File: src/emu_pkg.sv
// Shared constants and types for the emulation-mode and reset-pin block.
// Assumes a single 10 MHz clock and synchronous pin inputs.
package emu_pkg;

  // Clock period, for converting documented times into cycles
  localparam int unsigned CLK_PERIOD_NS = 100;

  // Bus cycle length of an externally mapped port access, in clocks
  localparam logic [1:0] PORT_ACCESS_CYCLES = 2'h3;

  // Mode-select pin positions on the data bus
  localparam int unsigned MODE_LINE_ONE_POS = 1;
  localparam int unsigned MODE_LINE_TEN_POS = 10;
  localparam int unsigned MODE_LINE_THIRTEEN_POS = 13;

  // Bus and pin widths
  localparam int unsigned ADDR_W = 24;
  localparam int unsigned DATA_W = 16;
  localparam int unsigned CS_W = 11;
  localparam int unsigned PWM_W = 2;

  // Port register window
  localparam logic [23:0] PORT_WIN_BASE = 24'hFFF000;
  localparam logic [23:0] PORT_WIN_MASK = 24'hFFFF00;

  // Port register offsets within the window, mapped out in emulator mode
  localparam logic [7:0] PORT_A_DATA_OFS = 8'h10;
  localparam logic [7:0] PORT_B_DATA_OFS = 8'h11;
  localparam logic [7:0] PORT_A_DIR_OFS = 8'h14;
  localparam logic [7:0] PORT_B_DIR_OFS = 8'h15;
  localparam logic [7:0] PORT_E_DATA_OFS = 8'h18;
  localparam logic [7:0] PORT_E_DIR_OFS = 8'h1A;
  localparam logic [7:0] PORT_E_PIN_OFS = 8'h1C;
  localparam logic [7:0] PORT_G_DATA_OFS = 8'h20;
  localparam logic [7:0] PORT_H_DATA_OFS = 8'h21;
  localparam logic [7:0] PORT_G_DIR_OFS = 8'h22;
  localparam logic [7:0] PORT_H_DIR_OFS = 8'h23;

  // Port register offsets that always stay internal
  localparam logic [7:0] PORT_C_DATA_OFS = 8'h28;
  localparam logic [7:0] PORT_F_DATA_OFS = 8'h30;
  localparam logic [7:0] PORT_F_DIR_OFS = 8'h32;
  localparam logic [7:0] PORT_F_PIN_OFS = 8'h34;

  // Masked ROM array address range
  localparam logic [23:0] ROM_BASE = 24'h000000;
  localparam logic [23:0] ROM_MASK = 24'hFF8000;

  // Reset-to-run sequencing phases
  typedef enum logic [1:0] {
    PH_RESET = 2'b00,
    PH_MODE  = 2'b01,
    PH_START = 2'b10,
    PH_RUN   = 2'b11
  } phase_t;

  // Decoded operating modes held from reset release
  typedef struct packed {
    logic single_chip;
    logic emulator;
    logic rom_emulation;
    logic rom_select_blocked;
  } mode_t;

  localparam mode_t MODE_RESET = '{1'b0, 1'b0, 1'b0, 1'b0};

endpackage : emu_pkg

File: src/mode_if.sv
// Carrier between the top module and its mode latch.
// Assumes both ends share the block clock and reset.
`timescale 1ns/100ps
`default_nettype none
interface mode_if;
  import emu_pkg::*;

  logic sample;
  logic [DATA_W-1:0] data_lvl;
  logic bus_error_lvl;
  logic flash_variant;
  mode_t mode;

  // Latch side: samples pins, returns decoded modes
  modport latch (
    input sample,
    input data_lvl,
    input bus_error_lvl,
    input flash_variant,
    output mode
  );

  // User side: requests the sample and reads modes
  modport user (
    output sample,
    output data_lvl,
    output bus_error_lvl,
    output flash_variant,
    input mode
  );
endinterface : mode_if
`default_nettype wire

File: src/mode_latch.sv
// Mode latch: decodes mode pins and holds the result until next reset.
// Assumes the sample request is a one-cycle pulse at reset release.
`timescale 1ns/100ps
`default_nettype none
module mode_latch
  import emu_pkg::*;
(
  // Clock and reset
  input wire logic clk_in,
  input wire logic rst_n_in,
  // Mode carrier
  mode_if.latch mif
);

  typedef struct packed {
    mode_t mode;
  } latch_state_t;

  latch_state_t state_reg;
  latch_state_t state_next;

  logic d_one;
  logic d_ten;
  logic d_thirteen;

  assign d_one = mif.data_lvl[MODE_LINE_ONE_POS];
  assign d_ten = mif.data_lvl[MODE_LINE_TEN_POS];
  assign d_thirteen = mif.data_lvl[MODE_LINE_THIRTEEN_POS];

  // Decode only on the sample pulse; levels are ignored otherwise
  always_comb begin
    state_next = state_reg;
    if (mif.sample) begin
      // bus error low selects single chip
      state_next.mode.single_chip = ~mif.bus_error_lvl;
      // emulator mode decode
      state_next.mode.emulator = mif.bus_error_lvl & ~d_ten & ~d_one;
      // ROM emulation needs line thirteen too
      state_next.mode.rom_emulation = mif.bus_error_lvl & ~d_ten & ~d_one & ~d_thirteen;
      // flash part cannot drive the ROM select
      state_next.mode.rom_select_blocked = mif.flash_variant & ~d_ten & ~d_one & ~d_thirteen;
    end
  end

  // modes frozen until the next reset
  always_ff @(posedge clk_in or negedge rst_n_in) begin
    if (!rst_n_in) begin
      state_reg <= '{mode: MODE_RESET};
    end else begin
      state_reg <= state_next;
    end
  end

  assign mif.mode = state_reg.mode;

endmodule : mode_latch
`default_nettype wire

File: src/emu_reset_pins.sv
// Emulation-mode select logic and reset pin-state control.
// Assumes all pin inputs are synchronous to REF_CLK_IN; pins that are
// two-way are given as output enables, the pad ring resolves them.
//
// Function
// Emulator mode: line ten, line one low
// Emulator mode maps listed port registers out
// Ports C and F stay internal
// Emulator select asserts at strobe falling edge
// Mapped-out registers answered by external logic
// Mapped-out access lasts three clocks
// ROM emulation: lines one, ten, thirteen low
// ROM select on valid ROM-range access
// ROM silent; run external bus cycle
// Flash part holds ROM select high
// Module pins become ports, inputs
// Timer pulse outputs drive; others input
// Pins idle in reset; mode, then start
// Outputs operate only after reset release
// External pulls set input levels
// Reset: selects high, bus pins floating
// Release: boot select low, strobes driven
// Port pins high impedance after reset
// Bus error low selects single chip
// Mode pins latched at reset release
`timescale 1ns/100ps
`default_nettype none
module emu_reset_pins
  import emu_pkg::*;
(
  // Clock and block reset
  input wire logic REF_CLK_IN,
  input wire logic ARST_N_IN,
  // Device reset pin level and mode straps
  input wire logic RESET_N_IN,
  input wire logic [DATA_W-1:0] DATA_IN,
  input wire logic BUS_ERROR_IN,
  input wire logic FLASH_VARIANT_IN,
  // Bus cycle in progress
  input wire logic ADDRESS_STROBE_N_IN,
  input wire logic [ADDR_W-1:0] ADDR_IN,
  // Emulation selects
  output logic EMULATOR_SELECT_N_OUT,
  output logic ROM_EMULATION_SELECT_N_OUT,
  // Bus control towards integration logic
  output logic PORT_RESPOND_OUT,
  output logic PORT_CYCLE_END_OUT,
  output logic ROM_ACK_INHIBIT_OUT,
  output logic EXT_BUS_CYCLE_OUT,
  output logic RESET_EXCEPTION_OUT,
  // Decoded modes
  output logic EMULATOR_MODE_OUT,
  output logic ROM_EMULATION_MODE_OUT,
  output logic SINGLE_CHIP_OUT,
  // Pin states
  output logic [CS_W-1:0] CHIP_SELECT_N_OUT,
  output logic BOOT_SELECT_N_OUT,
  output logic STROBE_RW_OE_OUT,
  output logic ADDR_LOW_OE_OUT,
  output logic DATA_OE_OUT,
  output logic MODULE_PORT_OE_OUT,
  output logic [PWM_W-1:0] TIMER_PULSE_WIDTH_OE_OUT,
  output logic SYSTEM_CLOCK_OUTPUT_EN_OUT,
  output logic DEBUG_PIN_FUNC_OUT
);

  // State of the block, apart from mode outputs and fixed pin drives
  typedef struct packed {
    phase_t phase;
    logic as_prev;
    logic [1:0] port_cnt;
    logic cse_n;
    logic csm_n;
    logic port_respond;
    logic cycle_end;
    logic ext_cycle;
    logic rom_inhibit;
    logic exc_start;
    logic boot_n;
    logic strobe_oe;
    logic addr_oe;
    logic [PWM_W-1:0] pwm_oe;
    logic clk_out_en;
  } top_state_t;

  localparam top_state_t STATE_RESET = '{
    phase: PH_RESET,
    as_prev: 1'b1,
    port_cnt: 2'h0,
    cse_n: 1'b1,
    csm_n: 1'b1,
    port_respond: 1'b0,
    cycle_end: 1'b0,
    ext_cycle: 1'b0,
    rom_inhibit: 1'b0,
    exc_start: 1'b0,
    boot_n: 1'b1,
    strobe_oe: 1'b0,
    addr_oe: 1'b0,
    pwm_oe: 2'h0,
    clk_out_en: 1'b1
  };

  // Port window decode helpers
  function automatic logic in_port_window(input logic [ADDR_W-1:0] a);
    return (a & PORT_WIN_MASK) == PORT_WIN_BASE;
  endfunction : in_port_window

  // port registers that are mapped out
  function automatic logic is_ext_port(input logic [ADDR_W-1:0] a);
    logic [7:0] o;
    o = a[7:0];
    return in_port_window(a) &&
      (o == PORT_A_DATA_OFS || o == PORT_B_DATA_OFS ||
       o == PORT_A_DIR_OFS || o == PORT_B_DIR_OFS ||
       o == PORT_E_DATA_OFS || o == PORT_E_DIR_OFS ||
       o == PORT_E_PIN_OFS || o == PORT_G_DATA_OFS ||
       o == PORT_H_DATA_OFS || o == PORT_G_DIR_OFS ||
       o == PORT_H_DIR_OFS);
  endfunction : is_ext_port

  // port registers that always stay internal
  function automatic logic is_int_port(input logic [ADDR_W-1:0] a);
    logic [7:0] o;
    o = a[7:0];
    return in_port_window(a) &&
      (o == PORT_C_DATA_OFS || o == PORT_F_DATA_OFS ||
       o == PORT_F_DIR_OFS || o == PORT_F_PIN_OFS);
  endfunction : is_int_port

  // Reset release synchroniser; second stage feeds the whole design
  logic rst_sync1_reg;
  logic rst_n;

  always_ff @(posedge REF_CLK_IN or negedge ARST_N_IN) begin
    if (!ARST_N_IN) begin
      rst_sync1_reg <= 1'b0;
      rst_n <= 1'b0;
    end else begin
      rst_sync1_reg <= 1'b1;
      rst_n <= rst_sync1_reg;
    end
  end

  top_state_t state_reg;
  top_state_t state_next;

  // Mode latch hookup
  mode_if mif ();

  mode_latch mode_latch_i (
    .clk_in(REF_CLK_IN),
    .rst_n_in(rst_n),
    .mif(mif)
  );

  assign mif.data_lvl = DATA_IN;
  assign mif.bus_error_lvl = BUS_ERROR_IN;
  assign mif.flash_variant = FLASH_VARIANT_IN;

  // sample mode pins on the first cycle of release
  assign mif.sample = (state_reg.phase == PH_RESET) && RESET_N_IN;

  logic as_fall;
  logic as_low;
  logic ext_hit;
  logic int_hit;
  logic rom_hit;
  logic running;

  // Cycle qualifiers, only meaningful once running
  assign as_low = ~ADDRESS_STROBE_N_IN;
  assign as_fall = state_reg.as_prev & ~ADDRESS_STROBE_N_IN;
  assign ext_hit = is_ext_port(ADDR_IN);
  assign int_hit = is_int_port(ADDR_IN);
  assign rom_hit = (ADDR_IN & ROM_MASK) == ROM_BASE;
  assign running = (state_reg.phase == PH_RUN);

  // Next-state logic for sequencing, selects and pin states
  always_comb begin
    state_next = state_reg;
    state_next.as_prev = ADDRESS_STROBE_N_IN;
    state_next.cycle_end = 1'b0;
    state_next.exc_start = 1'b0;

    case (state_reg.phase)
      PH_RESET: begin
        if (RESET_N_IN) begin
          state_next.phase = PH_MODE;
        end
      end
      PH_MODE: begin
        // modes decoded, next start exception
        state_next.phase = PH_START;
      end
      PH_START: begin
        // reset exception processing begins
        state_next.exc_start = 1'b1;
        state_next.phase = PH_RUN;
      end
      PH_RUN: begin
        state_next.phase = PH_RUN;
      end
      default: begin
        state_next.phase = PH_RESET;
      end
    endcase

    // emulator select on strobe falling edge
    if (running && mif.mode.emulator && as_fall && ext_hit) begin
      state_next.cse_n = 1'b0;
      state_next.port_cnt = PORT_ACCESS_CYCLES - 2'h1;
    end else if (!state_reg.cse_n) begin
      // access closes after three clocks, or early if the strobe rises
      if (state_reg.port_cnt == 2'h0 || !as_low) begin
        state_next.cse_n = 1'b1;
        state_next.cycle_end = 1'b1;
      end else begin
        state_next.port_cnt = state_reg.port_cnt - 2'h1;
      end
    end

    // stay silent on mapped-out registers
    state_next.port_respond = running && as_low &&
      (int_hit || (ext_hit && !mif.mode.emulator));

    // ROM select on valid ROM access
    state_next.csm_n = ~(running && as_low && rom_hit &&
      mif.mode.rom_emulation && !mif.mode.rom_select_blocked);

    // ROM silent, external cycle instead
    state_next.rom_inhibit = running && mif.mode.rom_emulation;
    state_next.ext_cycle = running && as_low && rom_hit && mif.mode.rom_emulation;

    // reset pin states; clock output keeps running
    state_next.clk_out_en = 1'b1;
    if (!running) begin
      state_next.boot_n = 1'b1;
      state_next.strobe_oe = 1'b0;
      state_next.addr_oe = 1'b0;
      // outputs held off until release
      state_next.pwm_oe = '0;
      state_next.cse_n = 1'b1;
      state_next.csm_n = 1'b1;
      state_next.port_respond = 1'b0;
      state_next.ext_cycle = 1'b0;
    end else begin
      // boot select low, strobes driven unless single chip
      state_next.boot_n = 1'b0;
      state_next.strobe_oe = ~mif.mode.single_chip;
      state_next.addr_oe = ~mif.mode.single_chip;
      // timer pulse-width pins become outputs
      state_next.pwm_oe = '1;
    end

    // Device reset pin low again restarts the whole sequence
    if (!RESET_N_IN) begin
      state_next.phase = PH_RESET;
    end
  end

  // Single register stage for all top_state_t fields
  always_ff @(posedge REF_CLK_IN or negedge rst_n) begin
    if (!rst_n) begin
      state_reg <= STATE_RESET;
    end else begin
      state_reg <= state_next;
    end
  end

  // Mode outputs, registered again after the latch
  logic emu_mode_reg;
  logic rom_mode_reg;
  logic single_reg;

  always_ff @(posedge REF_CLK_IN or negedge rst_n) begin
    if (!rst_n) begin
      emu_mode_reg <= 1'b0;
      rom_mode_reg <= 1'b0;
      single_reg <= 1'b0;
    end else begin
      emu_mode_reg <= mif.mode.emulator;
      rom_mode_reg <= mif.mode.rom_emulation;
      single_reg <= mif.mode.single_chip;
    end
  end

  // Output drive, all from flip-flops
  assign EMULATOR_SELECT_N_OUT = state_reg.cse_n;
  // select held high on the flash part
  assign ROM_EMULATION_SELECT_N_OUT = state_reg.csm_n;
  assign PORT_RESPOND_OUT = state_reg.port_respond;
  assign PORT_CYCLE_END_OUT = state_reg.cycle_end;
  assign ROM_ACK_INHIBIT_OUT = state_reg.rom_inhibit;
  assign EXT_BUS_CYCLE_OUT = state_reg.ext_cycle;
  assign RESET_EXCEPTION_OUT = state_reg.exc_start;
  assign EMULATOR_MODE_OUT = emu_mode_reg;
  assign ROM_EMULATION_MODE_OUT = rom_mode_reg;
  assign SINGLE_CHIP_OUT = single_reg;

  // general chip selects stay high throughout
  logic [CS_W-1:0] cs_n_reg;
  logic data_oe_reg;
  logic port_oe_reg;
  logic debug_reg;

  // Data and module port pins are inputs in and out of reset
  always_ff @(posedge REF_CLK_IN or negedge rst_n) begin
    if (!rst_n) begin
      cs_n_reg <= '1;
      data_oe_reg <= 1'b0;
      port_oe_reg <= 1'b0;
      debug_reg <= 1'b1;
    end else begin
      cs_n_reg <= '1;
      // data lines serve as mode inputs
      data_oe_reg <= 1'b0;
      // ports as inputs, high impedance
      port_oe_reg <= 1'b0;
      // debug pins keep debug function
      debug_reg <= 1'b1;
    end
  end

  assign CHIP_SELECT_N_OUT = cs_n_reg;
  assign BOOT_SELECT_N_OUT = state_reg.boot_n;
  assign STROBE_RW_OE_OUT = state_reg.strobe_oe;
  assign ADDR_LOW_OE_OUT = state_reg.addr_oe;
  assign DATA_OE_OUT = data_oe_reg;
  assign MODULE_PORT_OE_OUT = port_oe_reg;
  assign TIMER_PULSE_WIDTH_OE_OUT = state_reg.pwm_oe;
  assign SYSTEM_CLOCK_OUTPUT_EN_OUT = state_reg.clk_out_en;
  assign DEBUG_PIN_FUNC_OUT = debug_reg;

endmodule : emu_reset_pins
`default_nettype wire

File: config.mk
export PLATFORM = sky130hd
export DESIGN_NAME = emu_reset_pins
export DESIGN_NICKNAME = d
export VERILOG_FILES = /design/src/emu_pkg.sv /design/src/mode_if.sv /design/src/mode_latch.sv /design/src/emu_reset_pins.sv
export SDC_FILE = /design/constraint.sdc
export NUM_CORES = 1
export LEC_CHECK = 0
export ABC_AREA = 1
export BUFFER_PORTS_ARGS = -buffer_cell sky130_fd_sc_hd__buf_4
export CAP_MARGIN = 10
export CORE_MARGIN = 4
export CORE_UTILIZATION = 41
export DETAILED_ROUTE_END_ITERATION = 8
export PLACE_DENSITY = 0.78
export SETUP_SLACK_MARGIN = 0.2
export SLEW_MARGIN = 20
export SYNTH_ARGS = -nofsm -noshare
export SYNTH_HDL_FRONTEND = slang
export SYNTH_SLANG_ARGS = --single-unit
File: constraint.sdc
create_clock -name REF_CLK_IN -period 1 [get_ports REF_CLK_IN]
set_input_delay 0.2 -clock REF_CLK_IN [delete_from_list [all_inputs] [get_ports REF_CLK_IN]]
set_output_delay 0.2 -clock REF_CLK_IN [all_outputs]
set_load 0.02 [all_outputs]
## Yosys cells after proc, flatten, opt, wreduce, memory -nomap -nowiden

Index checks and enable logic that the tools add are counted.

| word-level totals | value |
|---|---|
| logic and storage cells | 106 |
| input bits | 46 |
| register bits | 26 |
| output and inout port bits | 30 |

| operators by class | value |
|---|---|
| equality and inequality tests | 21 |
| multiplexer cells | 12 |
| reductions and logical operators | 35 |
| bitwise operators | 14 |
| add/subtract/negate cells | 1 |

Operators with widths:

| kind | number |
|---|---|
| $eq 8x6->1 const B | 8 |
| $eq 8x5->1 const B | 7 |
| $logic_not 24->1 | 1 |
| $eq 16x16->1 const B | 1 |
| $logic_or 1x1->1 | 15 |
| $logic_and 1x1->1 | 13 |
| $mux 3 | 3 |
| $and 1x1->1 | 7 |
| $not 1->1 | 7 |
| $pmux 2 s3 | 1 |
| $mux 1 | 5 |
| $mux 5 | 1 |
| $eq 2x2->1 const B | 2 |
| $logic_not 2->1 | 2 |
| $mux 2 | 2 |
| $eq 2x1->1 const B | 1 |
| $logic_not 1->1 | 2 |
| $ne 2x1->1 const B | 1 |
| $ne 2x2->1 const B | 1 |
| $reduce_and 2->1 | 1 |
| $reduce_or 2->1 | 1 |
| $sub 2x1->2 const B | 1 |

## Logic depth before layout (Yosys ltp)

| depth | value |
|---|---|
| depth after elaboration | 16 |
| mapped depth | 8 |

## Cells and area by module

A second synthesis with hierarchy kept.

| second synthesis, totals | value |
|---|---|
| cell total of the unflattened synthesis | 147 |
| area total of the unflattened synthesis | 1,231.2 sq um |

Modules (own cells, without submodules):

| module | sequential area each (sq um) | area an instance (sq um) | times used | cells each |
|---|---|---|---|---|
| emu_reset_pins | 505.5 | 1,048.5 | 1 | 125 |
| mode_latch | 100.1 | 182.7 | 1 | 22 |

## Least setup slack after synthesis

OpenSTA, ideal clock, no wires.

| path | value |
|---|---|
| path type | register -> register |
| from | reg state_reg[13] in the netlist's numbering |
| to | reg state_reg[14] in the netlist's numbering |
| period minus slack after synthesis | 1.144 ns |
| setup slack | -0.144 ns |
| library setup time | 0.068 ns |
| data required time | 0.932 ns |
| arrival | 1.075 ns |
| stages on the path, launching flop included | 7 |
| path buffers | 0 |
| path through | dfrtp_1 inv_1 ha_1 nor2_1 nand2_1 or2_2 nand3_1 |

| on the way | value |
|---|---|
| cells in the longest elaborated chain, start to end | 4 |
| elaborated cells on any way between the ends | 8 |
| classes of those cells | add/sub (1); eq/ne (1); mux (3); reduce/logical (3) |

Ends and longest elaborated chain:

| element | RTL line | RTL |
|---|---|---|
| start, declared | emu_reset_pins.sv:145 | `top_state_t state_reg;` |
| start signal, assigned | emu_reset_pins.sv:267 | `state_reg <= state_next;` |
| $sub 2x1->2 or $logic_not 2->1 (tied branches) | emu_reset_pins.sv:219, emu_reset_pins.sv:215 |  |
| $mux 2 or $logic_or 1x1->1 (tied branches) | emu_reset_pins.sv:215 | `if (state_reg.port_cnt == 2'h0 \|\| !as_low) begin` |
| $mux 3 or $ne 2x2->1 (tied branches) | - |  |
| $mux 3 or $reduce_and 2->1 (tied branches) | - |  |

Parallel ways exist; a longest one is shown, timed or not. The select of a mux whose other input is x is not followed.
A chain may end at the register's enable or synchronous reset.

## Final worst setup path

| path | value |
|---|---|
| from | reg state_reg, in the netlist EMULATOR_SELECT_N_OUT |
| to | out EMULATOR_SELECT_N_OUT |

RTL lines:

| element | RTL line | RTL |
|---|---|---|
| end, declared | emu_reset_pins.sv:43 | `output logic EMULATOR_SELECT_N_OUT,` |

No word-level cell between the ends.

==> flow_summary.json <==
{
  "final_area_sq_mm": 0.001863,
  "top_usage_layer": "met2",
  "grt_pass1_wl_mm": 4.457,
  "root_buffer": "clkbuf_4",
  "use_met1": 0.1667,
  "failed_checks": "negative setup slack",
  "postSynthCellCount": 134,
  "required_ns": 0.80,
  "rsz0062_at_grt": "yes",
  "grt_use_met2": 0.3172,
  "timing_worst_setup_path_type": "flip-flop to output port",
  "routed_wl_mm": 3.024,
  "ys_types": 21,
  "synth.avg_cell_area_sq_um": 8.637,
  "post-place-cells": 217,
  "vias_per_cell": 4.581,
  "path_max_fanout": 2,
  "cp-start-kind": "flip-flop",
  "critical_path.cell_chain": "buf_6",
  "vias": 1049,
  "cpMaxStageDelayCell": "dfstp_2",
  "setup_viol": 28,
  "ys_seq_area_frac": 0.5232,
  "grt_pass1_vias": 1073,
  "cts_sinks": 24,
  "max_freq_ghz": 0.8445,
  "cp_num_cells": 1,
  "reg2reg_slack_ns": -0.18,
  "leakage_nw": 0.9614,
  "fin_worst_skew_ns": 0.007249,
  "drc": 0,
  "ys_ff_latch": 24,
  "wl_per_cell_um": 13.21,
  "whs_ns": 0.02974,
  "fin_ws_ns": -0.1842,
  "setup_tns_ns": -2.695,
  "drive_gt1_frac": 0.5000,
  "ys_async_sr_fraction": 1.000,
  "worstReg2RegStart": "state_reg[16]$_DFF_PN0_",
  "drv_cap": 0,
  "rr_worst_depth": 6,
  "path_buf_inv": 1,
  "cts.htree.levels": 1,
  "port_buffers": 47,
  "drtAntennaViolNets": 0,
  "grt_remaining_overflow": 0,
  "endpoint_kind": "output port",
  "die_y_um": 61.13,
  "synth-edff-count": 0,
  "powerDensity_mw_per_mm2": 1204,
  "pin_count": 76,
  "num_antenna_cells": 0,
  "critPathTopFamily": "flip-flops",
  "dp.final_hpwl_mm": 2.044,
  "postPlaceCellArea_sq_mm": 0.001545,
  "fp-row-count": 19,
  "crit_path_start": "EMULATOR_SELECT_N_OUT$_DFF_PN1_",
  "cp_slowest_stage_delay_ns": 0.56,
  "initial_core_util": 0.4233,
  "final_nets": 246,
  "finalCriticalPeriod_ns": 1.184,
  "grtUsageTotal": 0.1635,
  "antenna_found_initial": 0,
  "crit_path_end": "EMULATOR_SELECT_N_OUT",
  "grt_max_degree": 23,
  "drtIter0Drc": 12,
  "path_clk_slew_ns": 0.13,
  "peakVddDrop_mv": 1.357,
  "core_sq_mm": 0.002734,
  "post-route-period-util": 1.184,
  "stdcell_count": 229,
  "die_w_um": 61.13,
  "place_congestion": 0.8183,
  "outcome": "complete, but fails checks",
  "met3_usage": 0.02725,
  "fillerInstances": 201,
  "dieArea_sq_mm": 0.003737,
  "synth.cell_area_sq_mm": 0.001157,
  "cp.arrival_ns": 0.98,
  "cts_tree": "built",
  "synthFlopType": "dfrtp_1",
  "numCtsBuffers": 3,
  "r2r_end": "state_reg[13]$_DFFE_PN0P_",
  "ys.warnings.count": 0,
  "drt_pass1_iterations": 4,
  "hold_viol": 0,
  "clockBufferDepth": 2,
  "slew_violations": 0,
  "area_growth_syn_to_layout_pct": 60.97,
  "holdCritPathClass": "input port to flip-flop",
  "largest_reg_flops": 5,
  "clock_latency_ns": 0.31
}
## final cells by class
| cell class | instances | area (sq um) | area share |
|---|---|---|---|
| flip-flops and latches | 24 | 606.8 | 0.3257 |
| repair buffers | 64 | 585.6 | 0.3143 |
| multi-input cells | 88 | 509.2 | 0.2733 |
| inverters | 18 | 70.07 | 0.03761 |
| well taps | 31 | 38.79 | 0.02082 |
| clock inverters | 1 | 30.03 | 0.01612 |
| clock buffers | 3 | 22.52 | 0.01209 |
## metal layers
layer,vias to the layer above,part of all wire
met2,41,0.59
met3,8,0.056
met4,0,0.020
met5,-,0
li1,507,-
met1,493,0.34
## cell usage after synthesis (2+ instances only)
library cell / number / share of area
nand2_1: 25 / 0.081
conb_1: 2 / 0.0065
nor3_2: 2 / 0.017
a21oi_1: 4 / 0.017
buf_4: 18 / 0.12
o21ai_0: 3 / 0.013
nand3_1: 5 / 0.022
nor3_1: 3 / 0.013
dfstp_2: 4 / 0.091
dfrtp_1: 20 / 0.43
or2_2: 2 / 0.011
nor2_2: 2 / 0.011
nor2_1: 18 / 0.058
nand4_1: 2 / 0.011
inv_1: 18 / 0.058
## cell usage in the layout (no fill, tap or decap)
| cell | netlist | final |
|---|---|---|
| o21ai_2 | 0 | 1 |
| o21ai_1 | 0 | 1 |
| buf_6 | 0 | 24 |
| conb_1 | 2 | 16 |
| buf_12 | 0 | 1 |
| nand2_1 | 25 | 22 |
| a21oi_1 | 4 | 2 |
| nor3_1 | 3 | 3 |
| dfstp_2 | 4 | 4 |
| nor2_4 | 0 | 5 |
| buf_4 | 18 | 38 |
| or2_2 | 2 | 1 |
| nand3_1 | 5 | 2 |
| bufinv_16 | 0 | 1 |
| o22ai_2 | 0 | 1 |
| nand2_2 | 1 | 4 |
| and3_4 | 0 | 1 |
| nand3_2 | 0 | 2 |
| nor3_4 | 0 | 2 |
| nand3_4 | 0 | 1 |
| xor2_1 | 1 | 1 |
| dfrtp_1 | 20 | 19 |
| dlygate4sd3_1 | 0 | 1 |
| nand4_1 | 2 | 2 |
| dfrtp_2 | 0 | 1 |
| o21bai_1 | 1 | 1 |
| inv_2 | 0 | 2 |
| clkbuf_4 | 0 | 3 |
| ha_2 | 0 | 1 |
| inv_1 | 18 | 15 |
| o21ai_0 | 3 | 1 |
| a21oi_2 | 0 | 2 |
| nor2_2 | 2 | 2 |
| inv_4 | 0 | 1 |
| or2_4 | 0 | 1 |
| nor2_1 | 18 | 13 |
## stage by stage
stage	power, mW	setup WS (ns)	utilization
3_3_place_gp	1.433	-0.1173	0.5652
3_5_place_dp	1.447	-0.1597	0.5652
2_1_floorplan	1.296	-0.09617	-
4_1_cts	2.215	-0.1940	0.6632
6_report	2.243	-0.1842	0.6815
5_1_grt	2.342	-0.2567	0.6815
## report_power, final
| group | switching, mW | internal, mW |
|---|---|---|
| sequential | 0.0406 | 1.03 |
| combinational | 0.252 | 0.238 |
| clock | 0.279 | 0.405 |
| total | 0.572 | 1.67 |
## worst min path at each step
stage	from	to	slack, ns	cells past startpoint
after floorplan	ARST_N_IN	rst_n$_DFF_PN0_	-0.1	0
after global placement	ARST_N_IN	rst_sync1_reg$_DFF_PN0_	-0.02	1
after detailed placement	ARST_N_IN	rst_sync1_reg$_DFF_PN0_	-0.02	1
after CTS	ADDRESS_STROBE_N_IN	state_reg[15]$_DFF_PN1_	0.02	1
after global routing	ADDRESS_STROBE_N_IN	state_reg[15]$_DFF_PN1_	0.0005	1
final	ADDRESS_STROBE_N_IN	state_reg[15]$_DFF_PN1_	0.03	1
## worst reg2reg max path: stages, from the launching register on
cell     delay (ns)
dfrtp_1        0.41
nand2_2        0.11
nor2_4         0.15
and3_4         0.21
nand3_4        0.08
inv_2          0.08
nor2_1         0.04
## what timing repair did
action	4_1_cts	5_1_grt
hold buffers	1	0
buffers inserted	5	2
hold endpoints to repair	2	0
resized for setup	42	10
pin swaps	8	3
gates cloned	0	0
setup endpoints to repair	30	33
## cells by family after synthesis
logic type      count (synthesis)  synth area share
buf+inv                        36            0.1751
simple gates                   61            0.2346
other cells                     2          0.006489
compound gates                  9           0.04216
fa+ha+maj                       1           0.01081
flops                          24            0.5232
xor+xnor                        1          0.007569
(Power assumes the default switching activity.)
